File: config.mk
export PLATFORM = sky130hd
export DESIGN_NAME = smi_top
export DESIGN_NICKNAME = d
export VERILOG_FILES = /design/src/smi_pkg.sv /design/src/smi_top.sv
export SDC_FILE = /design/constraint.sdc
export NUM_CORES = 1
export LEC_CHECK = 0
export ABC_AREA = 1
export BUFFER_PORTS_ARGS = -buffer_cell sky130_fd_sc_hd__clkbuf_2
export CORE_MARGIN = 2
export CORE_UTILIZATION = 53
export CTS_CLUSTER_DIAMETER = 120
export DETAILED_ROUTE_END_ITERATION = 10
export PLACE_DENSITY = 0.78
export REMOVE_ABC_BUFFERS = 1
export SLEW_MARGIN = 0
export SYNTH_ARGS = -nofsm -noshare
export SYNTH_HDL_FRONTEND = slang
export SYNTH_SLANG_ARGS = --single-unit
File: constraint.sdc
create_clock -name SYS_CLK -period 1.6 [get_ports SYS_CLK]
set_input_delay 0.4 -clock SYS_CLK [delete_from_list [all_inputs] [get_ports SYS_CLK]]
set_output_delay 0.4 -clock SYS_CLK [all_outputs]
set_load 0.1 [all_outputs]
File: src/smi_pkg.sv
// constants, register map and helpers for the supply monitor and interrupt register block
package smi_pkg;

   // ==========================================================
   // bus and register map
   localparam int         ADDR_W        = 8;
   localparam logic [7:0] OFF_MON_CTRL  = 8'h00;
   localparam logic [7:0] OFF_EDGE_SEL  = 8'h04;
   localparam logic [7:0] OFF_IRQ_FIRST = 8'h08;
   localparam logic [7:0] OFF_IRQ_SEC   = 8'h0C;
   localparam logic [7:0] OFF_IRQ_THIRD = 8'h10;
   localparam logic [1:0] RESP_OKAY     = 2'h0;
   localparam logic [1:0] RESP_SLVERR   = 2'h2;

   // register selector codes
   localparam logic [2:0] SEL_MON   = 3'h0;
   localparam logic [2:0] SEL_EDGE  = 3'h1;
   localparam logic [2:0] SEL_FIRST = 3'h2;
   localparam logic [2:0] SEL_SEC   = 3'h3;
   localparam logic [2:0] SEL_THIRD = 3'h4;
   localparam logic [2:0] SEL_NONE  = 3'h7;

   // ==========================================================
   // monitor control fields, and the global enable bit of the first interrupt register
   localparam int MON_TRIP_LSB = 0;
   localparam int MON_REFBUF   = 3;
   localparam int MON_ON       = 4;
   localparam int MON_BELOW    = 5;
   localparam int GLOBAL_EN    = 0;

   // edge codes
   localparam logic [1:0] EDGE_OFF  = 2'h0;
   localparam logic [1:0] EDGE_RISE = 2'h1;
   localparam logic [1:0] EDGE_FALL = 2'h2;
   localparam logic [1:0] EDGE_BOTH = 2'h3;

   // ==========================================================
   // interrupt sources, index 0 is the highest priority
   // 0 pin, 1 proximity, 2 converter, 3 period match, 4 compare match,
   // 5 supply monitor, 6 nvm, 7 time base 0, 8 time base 1, 9 serial
   localparam int NSRC    = 10;
   localparam int SRC_EXT = 0;
   localparam int SRC_MON = 5;
   localparam logic [NSRC-1:0][2:0] SRC_REG = {
      SEL_THIRD, SEL_THIRD, SEL_THIRD, SEL_SEC, SEL_SEC,
      SEL_SEC, SEL_SEC, SEL_FIRST, SEL_FIRST, SEL_FIRST};
   localparam logic [NSRC-1:0][2:0] SRC_FBIT = {
      3'h6, 3'h5, 3'h4, 3'h7, 3'h6, 3'h5, 3'h4, 3'h6, 3'h5, 3'h4};
   localparam logic [NSRC-1:0][2:0] SRC_EBIT = {
      3'h2, 3'h1, 3'h0, 3'h3, 3'h2, 3'h1, 3'h0, 3'h3, 3'h2, 3'h1};

   // ==========================================================
   // timing
   localparam int CLK_PERIOD_NS  = 40;
   localparam int MON_DELAY_NS   = 15000;
   localparam int MON_DELAY_CYC  = (MON_DELAY_NS + CLK_PERIOD_NS - 1) / CLK_PERIOD_NS;

   function automatic logic [2:0] smi_decode(input logic [ADDR_W-1:0] a);
      case (a)
         OFF_MON_CTRL:  smi_decode = SEL_MON;
         OFF_EDGE_SEL:  smi_decode = SEL_EDGE;
         OFF_IRQ_FIRST: smi_decode = SEL_FIRST;
         OFF_IRQ_SEC:   smi_decode = SEL_SEC;
         OFF_IRQ_THIRD: smi_decode = SEL_THIRD;
         default:       smi_decode = SEL_NONE;
      endcase
   endfunction

   // trip level in millivolts
   function automatic logic [15:0] smi_trip_mv(input logic [2:0] c);
      case (c)
         3'h0:    smi_trip_mv = 16'h07D0;
         3'h1:    smi_trip_mv = 16'h0898;
         3'h2:    smi_trip_mv = 16'h0960;
         3'h3:    smi_trip_mv = 16'h0A8C;
         3'h4:    smi_trip_mv = 16'h0BB8;
         3'h5:    smi_trip_mv = 16'h0CE4;
         3'h6:    smi_trip_mv = 16'h0E10;
         default: smi_trip_mv = 16'h0FA0;
      endcase
   endfunction

endpackage

File: src/smi_top.sv
// supply monitor flag logic and interrupt request/enable registers behind an AXI4-Lite slave
//
// Design decisions made here: the register addresses and the AXI4-Lite register port.
`timescale 1ns/1ps

module smi_top
   import smi_pkg::*;
#(
   parameter int MON_DELAY_CYCLES = MON_DELAY_CYC
) (
   // clock and reset
   input  wire logic              SYS_CLK,
   input  wire logic              RESETN,
   // axi4-lite write
   input  wire logic [ADDR_W-1:0] AWADDR,
   input  wire logic              AWVALID,
   output logic                   AWREADY,
   input  wire logic [31:0]       WDATA,
   input  wire logic [3:0]        WSTRB,
   input  wire logic              WVALID,
   output logic                   WREADY,
   output logic [1:0]             BRESP,
   output logic                   BVALID,
   input  wire logic              BREADY,
   // axi4-lite read
   input  wire logic [ADDR_W-1:0] ARADDR,
   input  wire logic              ARVALID,
   output logic                   ARREADY,
   output logic [31:0]            RDATA,
   output logic [1:0]             RRESP,
   output logic                   RVALID,
   input  wire logic              RREADY,
   // analog monitor side
   input  wire logic              LOW_SUPPLY_CMP,
   input  wire logic              RESET_LEVEL_ON,
   input  wire logic              DEEP_SLEEP,
   output logic                   DETECTOR_ON,
   output logic                   REF_ENABLE,
   output logic [2:0]             TRIP_LEVEL,
   output logic [15:0]            TRIP_LEVEL_MV,
   // interrupt sources
   input  wire logic              EXT_INT_PIN,
   input  wire logic [7:0]        SRC_EVENT,
   // core vectoring side
   input  wire logic              STACK_FULL,
   input  wire logic              IRQ_ACK,
   output logic                   IRQ_REQ,
   output logic [3:0]             IRQ_SRC,
   output logic                   WAKE
);

   // ==========================================================
   // state
   typedef struct packed {
      logic              aw_rdy;
      logic              w_rdy;
      logic              aw_have;
      logic              w_have;
      logic [ADDR_W-1:0] waddr;
      logic [7:0]        wdata;
      logic              wlane;
      logic              bvalid;
      logic [1:0]        bresp;
      logic              ar_rdy;
      logic              rvalid;
      logic [1:0]        rresp;
      logic [31:0]       rdata;
      logic              cmp_s1;
      logic              cmp_s2;
      logic              pin_s1;
      logic              pin_s2;
      logic              pin_s3;
      logic [2:0]        trip;
      logic              ref_buf;
      logic              mon_on;
      logic              below;
      logic [15:0]       dly;
      logic              dly_done;
      logic [1:0]        edge_code;
      logic              global_irq_enable;
      logic [NSRC-1:0]   en;
      logic [NSRC-1:0]   fl;
      logic              irq_req;
      logic [3:0]        irq_src;
      logic              wake;
      logic              det_on;
      logic              ref_en;
      logic [15:0]       trip_mv;
   } smi_state_t;

   smi_state_t s_reg;
   smi_state_t s_next;

   // read view of one register; reserved bits stay zero
   function automatic logic [7:0] rd_byte(input smi_state_t s, input logic [2:0] sel);
      logic [7:0] b;
      b = 8'h00;
      case (sel)
         SEL_MON: begin
            b[MON_TRIP_LSB +: 3] = s.trip;
            b[MON_REFBUF]        = s.ref_buf;
            b[MON_ON]            = s.mon_on;
            b[MON_BELOW]         = s.below;
         end
         SEL_EDGE: begin
            b[1:0] = s.edge_code;
         end
         default: begin
         end
      endcase
      if (sel == SEL_FIRST) begin
         b[GLOBAL_EN] = s.global_irq_enable;
      end
      for (int i = 0; i < NSRC; i++) begin
         if (SRC_REG[i] == sel) begin
            b[SRC_FBIT[i]] = s.fl[i];
            b[SRC_EBIT[i]] = s.en[i];
         end
      end
      return b;
   endfunction

   // ==========================================================
   // next state
   logic            det_active;
   logic            mon_set;
   logic            pin_rise;
   logic            pin_fall;
   logic [NSRC-1:0] set_v;
   logic [NSRC-1:0] clr_v;
   logic [NSRC-1:0] pend;
   logic            do_wr;
   logic            wr_ok;
   logic [2:0]      wsel;
   logic            ack;
   logic [3:0]      win;

   always_comb begin
      s_next = s_reg;
      mon_set = 1'b0;
      clr_v = '0;
      win = 4'h0;

      // synchronisers for pins from outside the clock domain
      s_next.cmp_s1 = LOW_SUPPLY_CMP;
      s_next.cmp_s2 = s_reg.cmp_s1;
      s_next.pin_s1 = EXT_INT_PIN;
      s_next.pin_s2 = s_reg.pin_s1;
      s_next.pin_s3 = s_reg.pin_s2;

      // monitor
      det_active = s_reg.mon_on & ~DEEP_SLEEP;
      s_next.det_on = det_active;
      s_next.ref_en = s_reg.mon_on | RESET_LEVEL_ON | s_reg.ref_buf;
      s_next.below = det_active & s_reg.cmp_s2;
      s_next.trip_mv = smi_trip_mv(s_reg.trip);
      // one request per low episode, after below has stayed set for MON_DELAY_CYCLES cycles; any drop of below rearms it
      if (!s_reg.below) begin
         s_next.dly = 16'h0000;
         s_next.dly_done = 1'b0;
      end else if (!s_reg.dly_done) begin
         if (s_reg.dly == 16'(MON_DELAY_CYCLES - 1)) begin
            s_next.dly_done = 1'b1;
            mon_set = 1'b1;
         end else begin
            s_next.dly = s_reg.dly + 16'h0001;
         end
      end

      // pin edge detection on synchronised samples
      pin_rise = s_reg.pin_s2 & ~s_reg.pin_s3;
      pin_fall = ~s_reg.pin_s2 & s_reg.pin_s3;
      set_v = {SRC_EVENT[7:4], mon_set, SRC_EVENT[3:0],
               (s_reg.edge_code[0] & pin_rise) | (s_reg.edge_code[1] & pin_fall)};

      // core acknowledge
      ack = IRQ_ACK & s_reg.irq_req;
      if (ack) begin
         clr_v[s_reg.irq_src] = 1'b1;
      end

      // axi write channels, taken in either order
      if (AWVALID && s_reg.aw_rdy) begin
         s_next.aw_have = 1'b1;
         s_next.aw_rdy = 1'b0;
         s_next.waddr = AWADDR;
      end
      if (WVALID && s_reg.w_rdy) begin
         s_next.w_have = 1'b1;
         s_next.w_rdy = 1'b0;
         s_next.wdata = WDATA[7:0];
         s_next.wlane = WSTRB[0];
      end
      do_wr = s_reg.aw_have & s_reg.w_have & ~s_reg.bvalid;
      wsel = smi_decode(s_reg.waddr);
      wr_ok = do_wr & (wsel != SEL_NONE) & s_reg.wlane;
      if (do_wr) begin
         s_next.aw_have = 1'b0;
         s_next.w_have = 1'b0;
         s_next.bvalid = 1'b1;
         s_next.bresp = (wsel == SEL_NONE) ? RESP_SLVERR : RESP_OKAY;
      end
      if (s_reg.bvalid && BREADY) begin
         s_next.bvalid = 1'b0;
         s_next.aw_rdy = 1'b1;
         s_next.w_rdy = 1'b1;
      end

      if (wr_ok && wsel == SEL_MON) begin
         s_next.trip = s_reg.wdata[MON_TRIP_LSB +: 3];
         s_next.ref_buf = s_reg.wdata[MON_REFBUF];
         s_next.mon_on = s_reg.wdata[MON_ON];
      end
      if (wr_ok && wsel == SEL_EDGE) begin
         s_next.edge_code = s_reg.wdata[1:0];
      end
      if (wr_ok && wsel == SEL_FIRST) begin
         s_next.global_irq_enable = s_reg.wdata[GLOBAL_EN];
      end
      if (ack) begin
         s_next.global_irq_enable = 1'b0;
      end

      // flags: hardware set beats software clear and acknowledge
      for (int i = 0; i < NSRC; i++) begin
         if (wr_ok && wsel == SRC_REG[i]) begin
            s_next.en[i] = s_reg.wdata[SRC_EBIT[i]];
            s_next.fl[i] = s_reg.wdata[SRC_FBIT[i]];
         end
         s_next.fl[i] = (s_next.fl[i] & ~clr_v[i]) | set_v[i];
      end

      // fixed priority, lowest index wins
      pend = s_reg.fl & s_reg.en;
      for (int i = NSRC - 1; i >= 0; i--) begin
         if (pend[i]) begin
            win = 4'(i);
         end
      end
      s_next.irq_req = s_reg.global_irq_enable & (|pend) & ~STACK_FULL & ~ack;
      s_next.irq_src = win;
      s_next.wake = |s_reg.fl;

      // axi read
      if (ARVALID && s_reg.ar_rdy) begin
         s_next.ar_rdy = 1'b0;
         s_next.rvalid = 1'b1;
         s_next.rdata = {24'h000000, rd_byte(s_reg, smi_decode(ARADDR))};
         s_next.rresp = (smi_decode(ARADDR) == SEL_NONE) ? RESP_SLVERR : RESP_OKAY;
      end
      if (s_reg.rvalid && RREADY) begin
         s_next.rvalid = 1'b0;
         s_next.ar_rdy = 1'b1;
      end
   end

   always_ff @(posedge SYS_CLK or negedge RESETN) begin
      if (!RESETN) begin
         s_reg <= '0;
         s_reg.aw_rdy <= 1'b1;
         s_reg.w_rdy <= 1'b1;
         s_reg.ar_rdy <= 1'b1;
         s_reg.trip_mv <= 16'h07D0;
      end else begin
         s_reg <= s_next;
      end
   end

   // ==========================================================
   // outputs
   assign AWREADY       = s_reg.aw_rdy;
   assign WREADY        = s_reg.w_rdy;
   assign BVALID        = s_reg.bvalid;
   assign BRESP         = s_reg.bresp;
   assign ARREADY       = s_reg.ar_rdy;
   assign RVALID        = s_reg.rvalid;
   assign RDATA         = s_reg.rdata;
   assign RRESP         = s_reg.rresp;
   assign DETECTOR_ON   = s_reg.det_on;
   assign REF_ENABLE    = s_reg.ref_en;
   assign TRIP_LEVEL    = s_reg.trip;
   assign TRIP_LEVEL_MV = s_reg.trip_mv;
   assign IRQ_REQ       = s_reg.irq_req;
   assign IRQ_SRC       = s_reg.irq_src;
   assign WAKE          = s_reg.wake;
endmodule

==> impl_metrics.py, run 1 <==
metrics = {
    "run_status": {
        "status": "finished, final reports clean",
    },
    "sta": {
        "drv_slew": 0,
        "setup_tns_ns": 0,
        "whs_ns": 0.0241,
        "max_freq_mhz": 638,
        "hold_viol": 0,
        "grt_setup_unrepaired": "yes",
        "clock_skew_ns": 0.00601,
        "final-setup-viol-count": 0,
        "tightest_slew_ns": 0.539,
        "relSlewSlack_pct": 64.2,
        "finalCritPeriodShare_pct": 98.0,
        "post-route-min-period_ns": 1.57,
    },
    "logic_synthesis": {
        "synth_top_area_share_pct": 43.2,
        "ys_ff_latch": 103,
        "synthCells": 697,
        "ys_types": 40,
        "yosysTopAreaCell": "dfrtp_1",
        "synth_edf_count": 0,
        "synth_top_cells_by_area": "dfrtp_1, nand2_1, buf_4",
        "synthArstFlopShare_pct": 100,
        "synth_commonest_cells": "nand2_1, dfrtp_1, inv_1, nor2_1, buf_4",
        "synth.yosys.seq_area_share_pct": 47.6,
        "netlist_area_um2": 5440,
        "yosysMostFrequentCell": "nand2_1",
        "synth_ff_type": "dfrtp_1",
        "yosysWarnings": 0,
        "synth.avg_cell_area_um2": 7.81,
    },
    "finish": {
        "antenna_cells": 0,
        "drive_gt1_share_pct": 20.9,
        "syn_to_final_growth_pct": 16.8,
        "final_area_um2": 6360,
        "post-route-util_pct": 64.4,
        "nNetsFinal": 844,
        "largest_reg_flops": 64,
    },
    "cts": {
        "cts_tree": "done",
        "insertion_delay_ns": 0.38,
        "clk_pin_slew_ns": 0.10,
        "cts_root_buf": "clkbuf_8",
        "cts_buffer_depth": 2,
        "numCtsBuffers": 9,
        "clock-sinks": 103,
        "htreeDepth": 3,
    },
    "job": {
        "cap_viol_max_count": 0,
    },
    "place": {
        "placed_area_um2": 6060,
        "numPortBuffers": 81,
        "gp_congestion": 0.962,
        "dp_hpwl_mm": 9.25,
    },
    "drt": {
        "drc": 0,
        "drt-vias-per-instance": 5.07,
        "ant_nets": 0,
        "first_iter_violations": 346,
        "dr.pass1.iters": 5,
        "routed_wl_mm": 12.4,
        "wire_per_inst_um": 13.6,
        "vias": 4603,
    },
    "setup_path": {
        "path_cells": "clkbuf_2",
        "startpoint": "WAKE",
        "crit_end": "WAKE",
        "cpLargestDelayFamily": "buffers and inverters",
        "r2r-end": "TRIP_LEVEL[0]",
        "crit_cells": 1,
        "cp_data_arrival_time_ns": 1.17,
        "endpoint_kind": "output port",
        "max_stage_delay_ns": 0.45,
        "r2r_setup_slack_ns": 0.10,
        "rr_startpoint": "s_reg[126]",
        "crit_buf_inv": 1,
        "critPathSlowestCell": "clkbuf_2",
        "critPathKind": "reg -> out",
        "crit_fanout": 1,
        "start_kind": "flip-flop",
        "required_ns": 1.20,
        "r2r_cells": 8,
    },
    "die": {
        "core-area_um2": 9860,
        "die_area_um2": 11100,
        "die_h_um": 105,
        "io_pins": 141,
        "initial_core_util_pct": 55.2,
        "dieWidth_um": 105,
        "row_count": 36,
    },
    "global_routing": {
        "overflow": 0,
        "grt_pass1_vias": 4156,
        "grt_usage_pct": 22.6,
        "grt_max_degree": 77,
        "grt_antenna_before_repair": 0,
        "grt_pass1_wl_mm": 20.0,
    },
    "pwr": {
        "leakage_nw": 3.27,
        "p_per_area_nw_per_um2": 1210,
        "irDropWorstVdd_v": 0.000919,
        "fin_total_pwr_w": 0.00766,
    },
    "min_path": {
        "hold_path.class": "in -> async",
    },
}
-- layout by cell type, fill, tap and decap left out, types with 7 or more instances in the layout --
master,n
inv_1,84
nand4_1,22
buf_12,18
nor3_1,12
nand3_1,48
a21oi_1,7
nor2_1,58
clkbuf_2,46
dfstp_2,9
buf_4,34
conb_1,32
dfrtp_1,89
o21ai_0,52
nand2_1,179
clkbuf_8,9
-- report_power, final --
group	total, W	internal, W	switching [W]
combinational	0.00260	0.000581	0.00202
clock	0.00177	0.000769	0.00100
sequential	0.00329	0.00300	0.000291
total	0.00766	0.00435	0.00331
-- per-stage QoR --
| stage | cells | worst slack (ns) |
|---|---|---|
| after floorplan | 655 | -0.273 |
| after global placement | 889 | 0.0660 |
| after detailed placement | 889 | -0.00638 |
| after CTS | 905 | 0.000195 |
| after global routing | 907 | -0.0258 |
| final | 907 | 0.0325 |
-- cell type report --
| cell class | instances | area, um^2 |
|---|---|---|
| clock buffer | 9 | 124 |
| clock inverter | 7 | 93.8 |
| fill | 846 | 3510 |
| inverter | 91 | 342 |
| multi-input combinational | 461 | 2140 |
| sequential | 103 | 2590 |
| tap | 133 | 166 |
| timing repair buffer | 103 | 891 |
-- how the worst min path moves through the flow --
| stage | startpoint | end | slack [ns] | cells after the start |
|---|---|---|---|---|
| 5_1_grt | RESETN | s_reg[59] | 0.04 | 2 |
| 6_report | RESETN | s_reg[55] | 0.02 | 2 |
| 4_1_cts | RESETN | s_reg[55] | 0.04 | 2 |
| 2_1_floorplan | RESETN | BRESP[1] | 0.10 | 0 |
| 3_5_place_dp | s_next[73] | s_reg[73] | 0.35 | 0 |
| 3_3_place_gp | s_next[73] | s_reg[73] | 0.33 | 0 |
-- timing repair --
| item | 4_1_cts | 5_1_grt |
|---|---|---|
| gates resized for setup | 1 | 24 |
| hold buffers | 0 | 0 |
| cloned | 0 | 1 |
| buffers inserted | 0 | 1 |
| endpoints found under the setup margin | 1 | 34 |
| pin swaps | 0 | 0 |
-- logic make-up after synthesis --
group                    Yosys count  share of synthesized area (%)
other                              1                         0.0689
XOR/XNOR                           4                          0.644
buffers and inverters            164                           15.9
AO/OA/AOI/OAI                     80                           8.32
flip-flops                       103                           47.6
AND/OR/NAND/NOR                  343                           27.1
adder cells (fa/ha/maj)            2                          0.460
-- metal layers --
layer  GRT usage [%]  wire (um)  share of wire [%]  vias up
met5               0          0                  0        -
met4            6.95        126                1.0        0
met3            4.27        833                6.7        8
met2            34.0       5620                 45      176
met1            33.3       5790                 47     2144
li1                -          -                  -     2275
Note: power is estimated with default switching activity, not from simulation.
==> run 2, diff against run 1 <==
--- a/config.mk
+++ b/config.mk
@@ -11,6 +11,7 @@
 export CORE_UTILIZATION = 53
 export CTS_CLUSTER_DIAMETER = 120
 export DETAILED_ROUTE_END_ITERATION = 10
+export MAX_ROUTING_LAYER = met4
 export PLACE_DENSITY = 0.78
 export REMOVE_ABC_BUFFERS = 1
 export SLEW_MARGIN = 0
==> run 2 against run 1 <==
Net effect:
- wire length rose by 1.3%
- cell area rose by 2.4%
- critical path type unchanged
- fmax barely moved
- clock skew rose by 0.0092 ns
- largest power group unchanged
- sequential cell count did not move
- count of clock-buffer cells in the layout rose by 1
- setup slack barely moved
- total power rose by 0.54%
- first-iteration DRC count fell by 25%
- sequential share of layout area fell by 0.99 points
- critical endpoint unchanged
- die area did not move
- cell count rose by 1.1%
==> impl_metrics.py, run 2 (same netlist as run 1, synthesis figures left out) <==
metrics = {
    "cts": {
        "cts_tree": "done",
        "numCtsBuffers": 9,
        "clk_pin_slew_ns": 0.11,
        "insertion_delay_ns": 0.38,
        "htreeDepth": 3,
        "cts_root_buf": "clkbuf_8",
        "cts_buffer_depth": 2,
        "clock-sinks": 103,
    },
    "die": {
        "row_count": 36,
        "die_area_um2": 11100,
        "die_h_um": 105,
        "core-area_um2": 9860,
        "io_pins": 141,
        "dieWidth_um": 105,
        "initial_core_util_pct": 55.2,
    },
    "finish": {
        "antenna_cells": 0,
        "syn_to_final_growth_pct": 19.6,
        "largest_reg_flops": 64,
        "nNetsFinal": 854,
        "mostFrequentLayoutCell": "nand2_1",
        "post-route-util_pct": 66.0,
        "fin_cells": 917,
        "drive_gt1_share_pct": 23.6,
        "final_cell_mix": "nand2_1, dfrtp_1, inv_1, nor2_1, o21ai_0",
    },
    "setup_path": {
        "endpoint_kind": "output port",
        "critPathSlowestCell": "clkbuf_2",
        "r2r-end": "s_reg[30]",
        "cp_data_arrival_time_ns": 1.17,
        "r2r_setup_slack_ns": 0.05,
        "max_stage_delay_ns": 0.45,
        "rr_startpoint": "s_reg[124]",
        "crit_cells": 1,
        "required_ns": 1.20,
        "cpLargestDelayFamily": "buffers and inverters",
        "path_cells": "clkbuf_2",
        "crit_fanout": 1,
        "start_kind": "flip-flop",
        "r2r_cells": 8,
        "crit_buf_inv": 1,
        "critPathKind": "reg -> out",
    },
    "pwr": {
        "fin_total_pwr_w": 0.00770,
        "leakage_nw": 3.35,
        "irDropWorstVdd_v": 0.000933,
        "p_per_area_nw_per_um2": 1180,
    },
    "sta": {
        "drv_slew": 0,
        "max_freq_mhz": 638,
        "final-setup-viol-count": 0,
        "grt_setup_unrepaired": "yes",
        "tightest_slew_ns": 0.538,
        "finalCritPeriodShare_pct": 98.0,
        "clock_skew_ns": 0.0152,
        "relSlewSlack_pct": 64.3,
        "layout_setup_ws_ns": 0.0325,
        "setup_tns_ns": 0,
        "post-route-min-period_ns": 1.57,
        "hold_viol": 0,
    },
    "run_status": {
        "status": "finished, final reports clean",
    },
    "drt": {
        "ant_nets": 0,
        "first_iter_violations": 259,
        "wire_per_inst_um": 13.7,
        "routed_wl_mm": 12.5,
        "vias": 4595,
        "dr.pass1.iters": 5,
        "drt-vias-per-instance": 5.01,
        "drc": 0,
    },
    "global_routing": {
        "grt_antenna_before_repair": 0,
        "grt_usage_pct": 24.0,
        "grt_max_degree": 29,
        "grt_pass1_vias": 4278,
        "grt_pass1_wl_mm": 20.9,
        "overflow": 0,
    },
    "place": {
        "dpl_worst_slack_ns": 0.0135,
        "dp_hpwl_mm": 9.27,
        "placed_cells": 891,
        "gp_congestion": 0.971,
        "numPortBuffers": 81,
    },
    "min_path": {
        "worstHoldEndpoint": "s_next[71]",
        "worstHoldStart": "EXT_INT_PIN",
        "hold_path_depth": 1,
        "hold_path.class": "in -> reg",
    },
    "job": {
        "cap_viol_max_count": 0,
    },
}
run 2: per-stage QoR:
step / hold slack, ns / area, um^2
floorplan: 0.104 / 5040
global placement: 0.335 / 6100
detailed placement: 0.340 / 6100
CTS: 0.103 / 6310
global route: 0.0930 / 6510
finish: 0.119 / 6510
run 2: layout make-up:
type	instances	area (um^2)
flip-flops and latches	103	2590
fillers	822	3350
clock inverters	6	60.1
inverters	91	342
multi-input cells	461	2200
clock buffers	10	138
repair buffers	113	1010
well taps	133	166
run 2: repair_timing:
action | in CTS | in global routing
buffers inserted | 0 | 6
hold buffers | 1 | 0
pin swaps | 0 | 7
gates resized for setup | 1 | 45
hold endpoints to repair | 22 | 0
setup endpoints to repair | 1 | 35
gates cloned | 0 | 3
run 2: worst max path at each step:
stage,from,to
finish,WAKE,WAKE
CTS,TRIP_LEVEL_MV[5],TRIP_LEVEL_MV[5]
global placement,ARADDR[0],RDATA[3]
floorplan,BVALID,s_reg[24]
detailed placement,ARADDR[0],RDATA[3]
global route,s_reg[124],s_reg[27]
run 2: per-layer routing:
layer | track usage (%) | up-vias | wire, um
met5 | - | - | 0
met1 | 34.5 | 2114 | 5810
met4 | 6.38 | 0 | 110
met2 | 35.1 | 165 | 5720
li1 | - | 2303 | -
met3 | 4.76 | 13 | 895
run 2: where the power goes:
| part | leakage (nW) | switching (W) | internal, W |
|---|---|---|---|
| logic | 1.96 | 0.00210 | 0.000690 |
| registers | 1.28 | 0.000303 | 0.00300 |
| clock network | 0.101 | 0.000969 | 0.000644 |
| total | 3.35 | 0.00337 | 0.00433 |
==> run 3, diff against run 2 <==
--- a/config.mk
+++ b/config.mk
@@ -13,7 +13,7 @@
 export DETAILED_ROUTE_END_ITERATION = 10
 export MAX_ROUTING_LAYER = met4
 export PLACE_DENSITY = 0.78
-export REMOVE_ABC_BUFFERS = 1
+export SETUP_SLACK_MARGIN = 0.5
 export SLEW_MARGIN = 0
 export SYNTH_ARGS = -nofsm -noshare
 export SYNTH_HDL_FRONTEND = slang
==> run 3 against run 2 <==
Net effect:
- count of clock-buffer cells in the layout is 1 lower
- total power is 21% higher
- sequential cell count stayed put
- the run now ends with setup timing left
==> impl_metrics.py, run 3 (same netlist as run 1, synthesis figures left out) <==
metrics = {
    "min_path": {
        "hold_path.class": "in -> reg",
    },
    "cts": {
        "clock-sinks": 103,
        "numCtsBuffers": 9,
        "cts_tree": "done",
        "cts_root_buf": "clkbuf_8",
        "htreeDepth": 3,
        "clk_pin_slew_ns": 0.13,
        "insertion_delay_ns": 0.39,
        "cts_buffer_depth": 2,
    },
    "die": {
        "initial_core_util_pct": 55.2,
        "die_area_um2": 11100,
        "dieWidth_um": 105,
        "core-area_um2": 9860,
        "row_count": 36,
        "io_pins": 141,
        "die_h_um": 105,
    },
    "pwr": {
        "seqPwrFrac_pct": 36.5,
        "p_per_area_nw_per_um2": 1150,
        "leakage_nw": 4.02,
        "p_int_w": 0.00519,
        "switchingPower_w": 0.00411,
        "pwr-share-clk_pct": 20.0,
        "irDropWorstVdd_v": 0.00106,
        "p_comb_share_pct": 43.4,
        "fin_total_pwr_w": 0.00930,
        "sw_frac_of_total_pct": 44.2,
    },
    "run_status": {
        "status": "finished with violations",
        "violations": "setup timing",
    },
    "sta": {
        "setup_tns_ns": -0.325,
        "tightest_slew_ns": 0.511,
        "finalCritPeriodShare_pct": 104,
        "post-route-min-period_ns": 1.67,
        "grt_setup_unrepaired": "yes",
        "layout_setup_ws_ns": -0.0655,
        "hold_viol": 0,
        "max_freq_mhz": 600,
        "clock_skew_ns": 0.0183,
        "relSlewSlack_pct": 65.9,
        "final-setup-viol-count": 12,
        "drv_slew": 0,
    },
    "drt": {
        "first_iter_violations": 560,
        "drt-vias-per-instance": 5.70,
        "vias": 5554,
        "routed-wl-met2_mm": 9.60,
        "drc": 0,
        "route.met3.wl_mm": 1.62,
        "routed_wl_mm": 18.6,
        "dr.pass1.iters": 6,
        "ant_nets": 0,
        "met1Wirelength_mm": 6.45,
        "route.top_layer_used": "met4",
        "wire_per_inst_um": 19.1,
    },
    "finish": {
        "largest_reg_flops": 64,
        "seqCellArea_um2": 2630,
        "multiInputGateArea_um2": 2920,
        "mostFrequentLayoutCell": "nand2_1",
        "fin_cells": 974,
        "syn_to_final_growth_pct": 48.5,
        "drive_gt1_share_pct": 47.1,
        "nNetsFinal": 911,
        "nFillCells": 528,
        "final_cell_mix": "nand2_1, dfrtp_1, inv_1, buf_4, nand2_2",
        "antenna_cells": 0,
        "post-route-util_pct": 81.9,
    },
    "setup_path": {
        "crit_buf_inv": 2,
        "critPathKind": "reg -> reg",
        "required_ns": 1.85,
        "critPathSlowestCell": "dfrtp_1",
        "crit_fanout": 6,
        "cp_data_arrival_time_ns": 1.92,
        "endpoint_kind": "flip-flop",
        "cpLargestDelayFamily": "simple AND/OR/NAND/NOR gates",
        "path_cells": "buf_4 > nor2_4 > nand3_2 > nand2_4 > nand4_1 > buf_6 > nand2_1 > o21ai_1",
        "start_kind": "flip-flop",
        "max_stage_delay_ns": 0.42,
    },
    "place": {
        "gp_congestion": 0.955,
        "placed_cells": 890,
        "dpl_worst_slack_ns": -0.0928,
        "dp_hpwl_mm": 9.86,
        "numPortBuffers": 81,
    },
    "job": {
        "cap_viol_max_count": 0,
    },
    "global_routing": {
        "grt_pass1_wl_mm": 26.3,
        "overflow": 0,
        "grt_max_degree": 27,
        "grt_antenna_before_repair": 0,
        "grt_usage_pct": 30.8,
        "grt_pass1_vias": 5342,
    },
}
run 3: worst paths after layout:
kind	startpoint	endpoint	slack, ns	cells past startpoint
setup / recovery	s_reg[129]	s_reg[39]	-0.07	8
max in group asynchronous	RESETN	WREADY	0.59	3
min in group asynchronous	RESETN	s_reg[115]	0.46	2
setup reg to reg	s_reg[129]	s_reg[39]	-0.07	8
hold reg to reg	s_next[71]	s_next[70]	0.37	0
hold / removal	LOW_SUPPLY_CMP	s_next[73]	0.11	1
run 3: area by class of cell:
cell class	count	area share (%)
Clock buffer	9	1.53
Clock inverter	7	1.29
Multi-Input combinational cell	465	36.1
Timing Repair Buffer	164	21.3
Timing Repair inverter	2	0.341
Inverter	91	4.81
Tap cell	133	2.06
Sequential cell	103	32.5
run 3: power groups by stage:
stage | Sequential, W | Combinational (W) | Clock, W
after global placement | 0.00332 | 0.00264 | 0
after global routing | 0.00343 | 0.00424 | 0.00197
after CTS | 0.00337 | 0.00364 | 0.00183
after floorplan | 0.00366 | 0.00188 | 0
final | 0.00340 | 0.00404 | 0.00186
after detailed placement | 0.00335 | 0.00272 | 0
run 3: layer usage:
metal / track usage [%] / up-vias
li1: - / 2414
met1: 36.3 / 2651
met2: 51.8 / 386
met3: 5.94 / 103
met4: 12.5 / 0
met5: - / -
run 3: timing repair:
item	4_1_cts	5_1_grt
gates resized for setup	218	106
cloned	6	1
buffers inserted	43	17
pin swaps	51	28
endpoints found under the setup margin	106	118
hold endpoints to repair	16	0
hold buffers	1	0
run 3: stage by stage:
stage / hold slack (ns) / area, um^2
after floorplan: 0.104 / 5820
after global routing: 0.0919 / 8080
after detailed placement: 0.335 / 6180
final: 0.114 / 8080
after CTS: 0.120 / 7600
after global placement: 0.331 / 6180
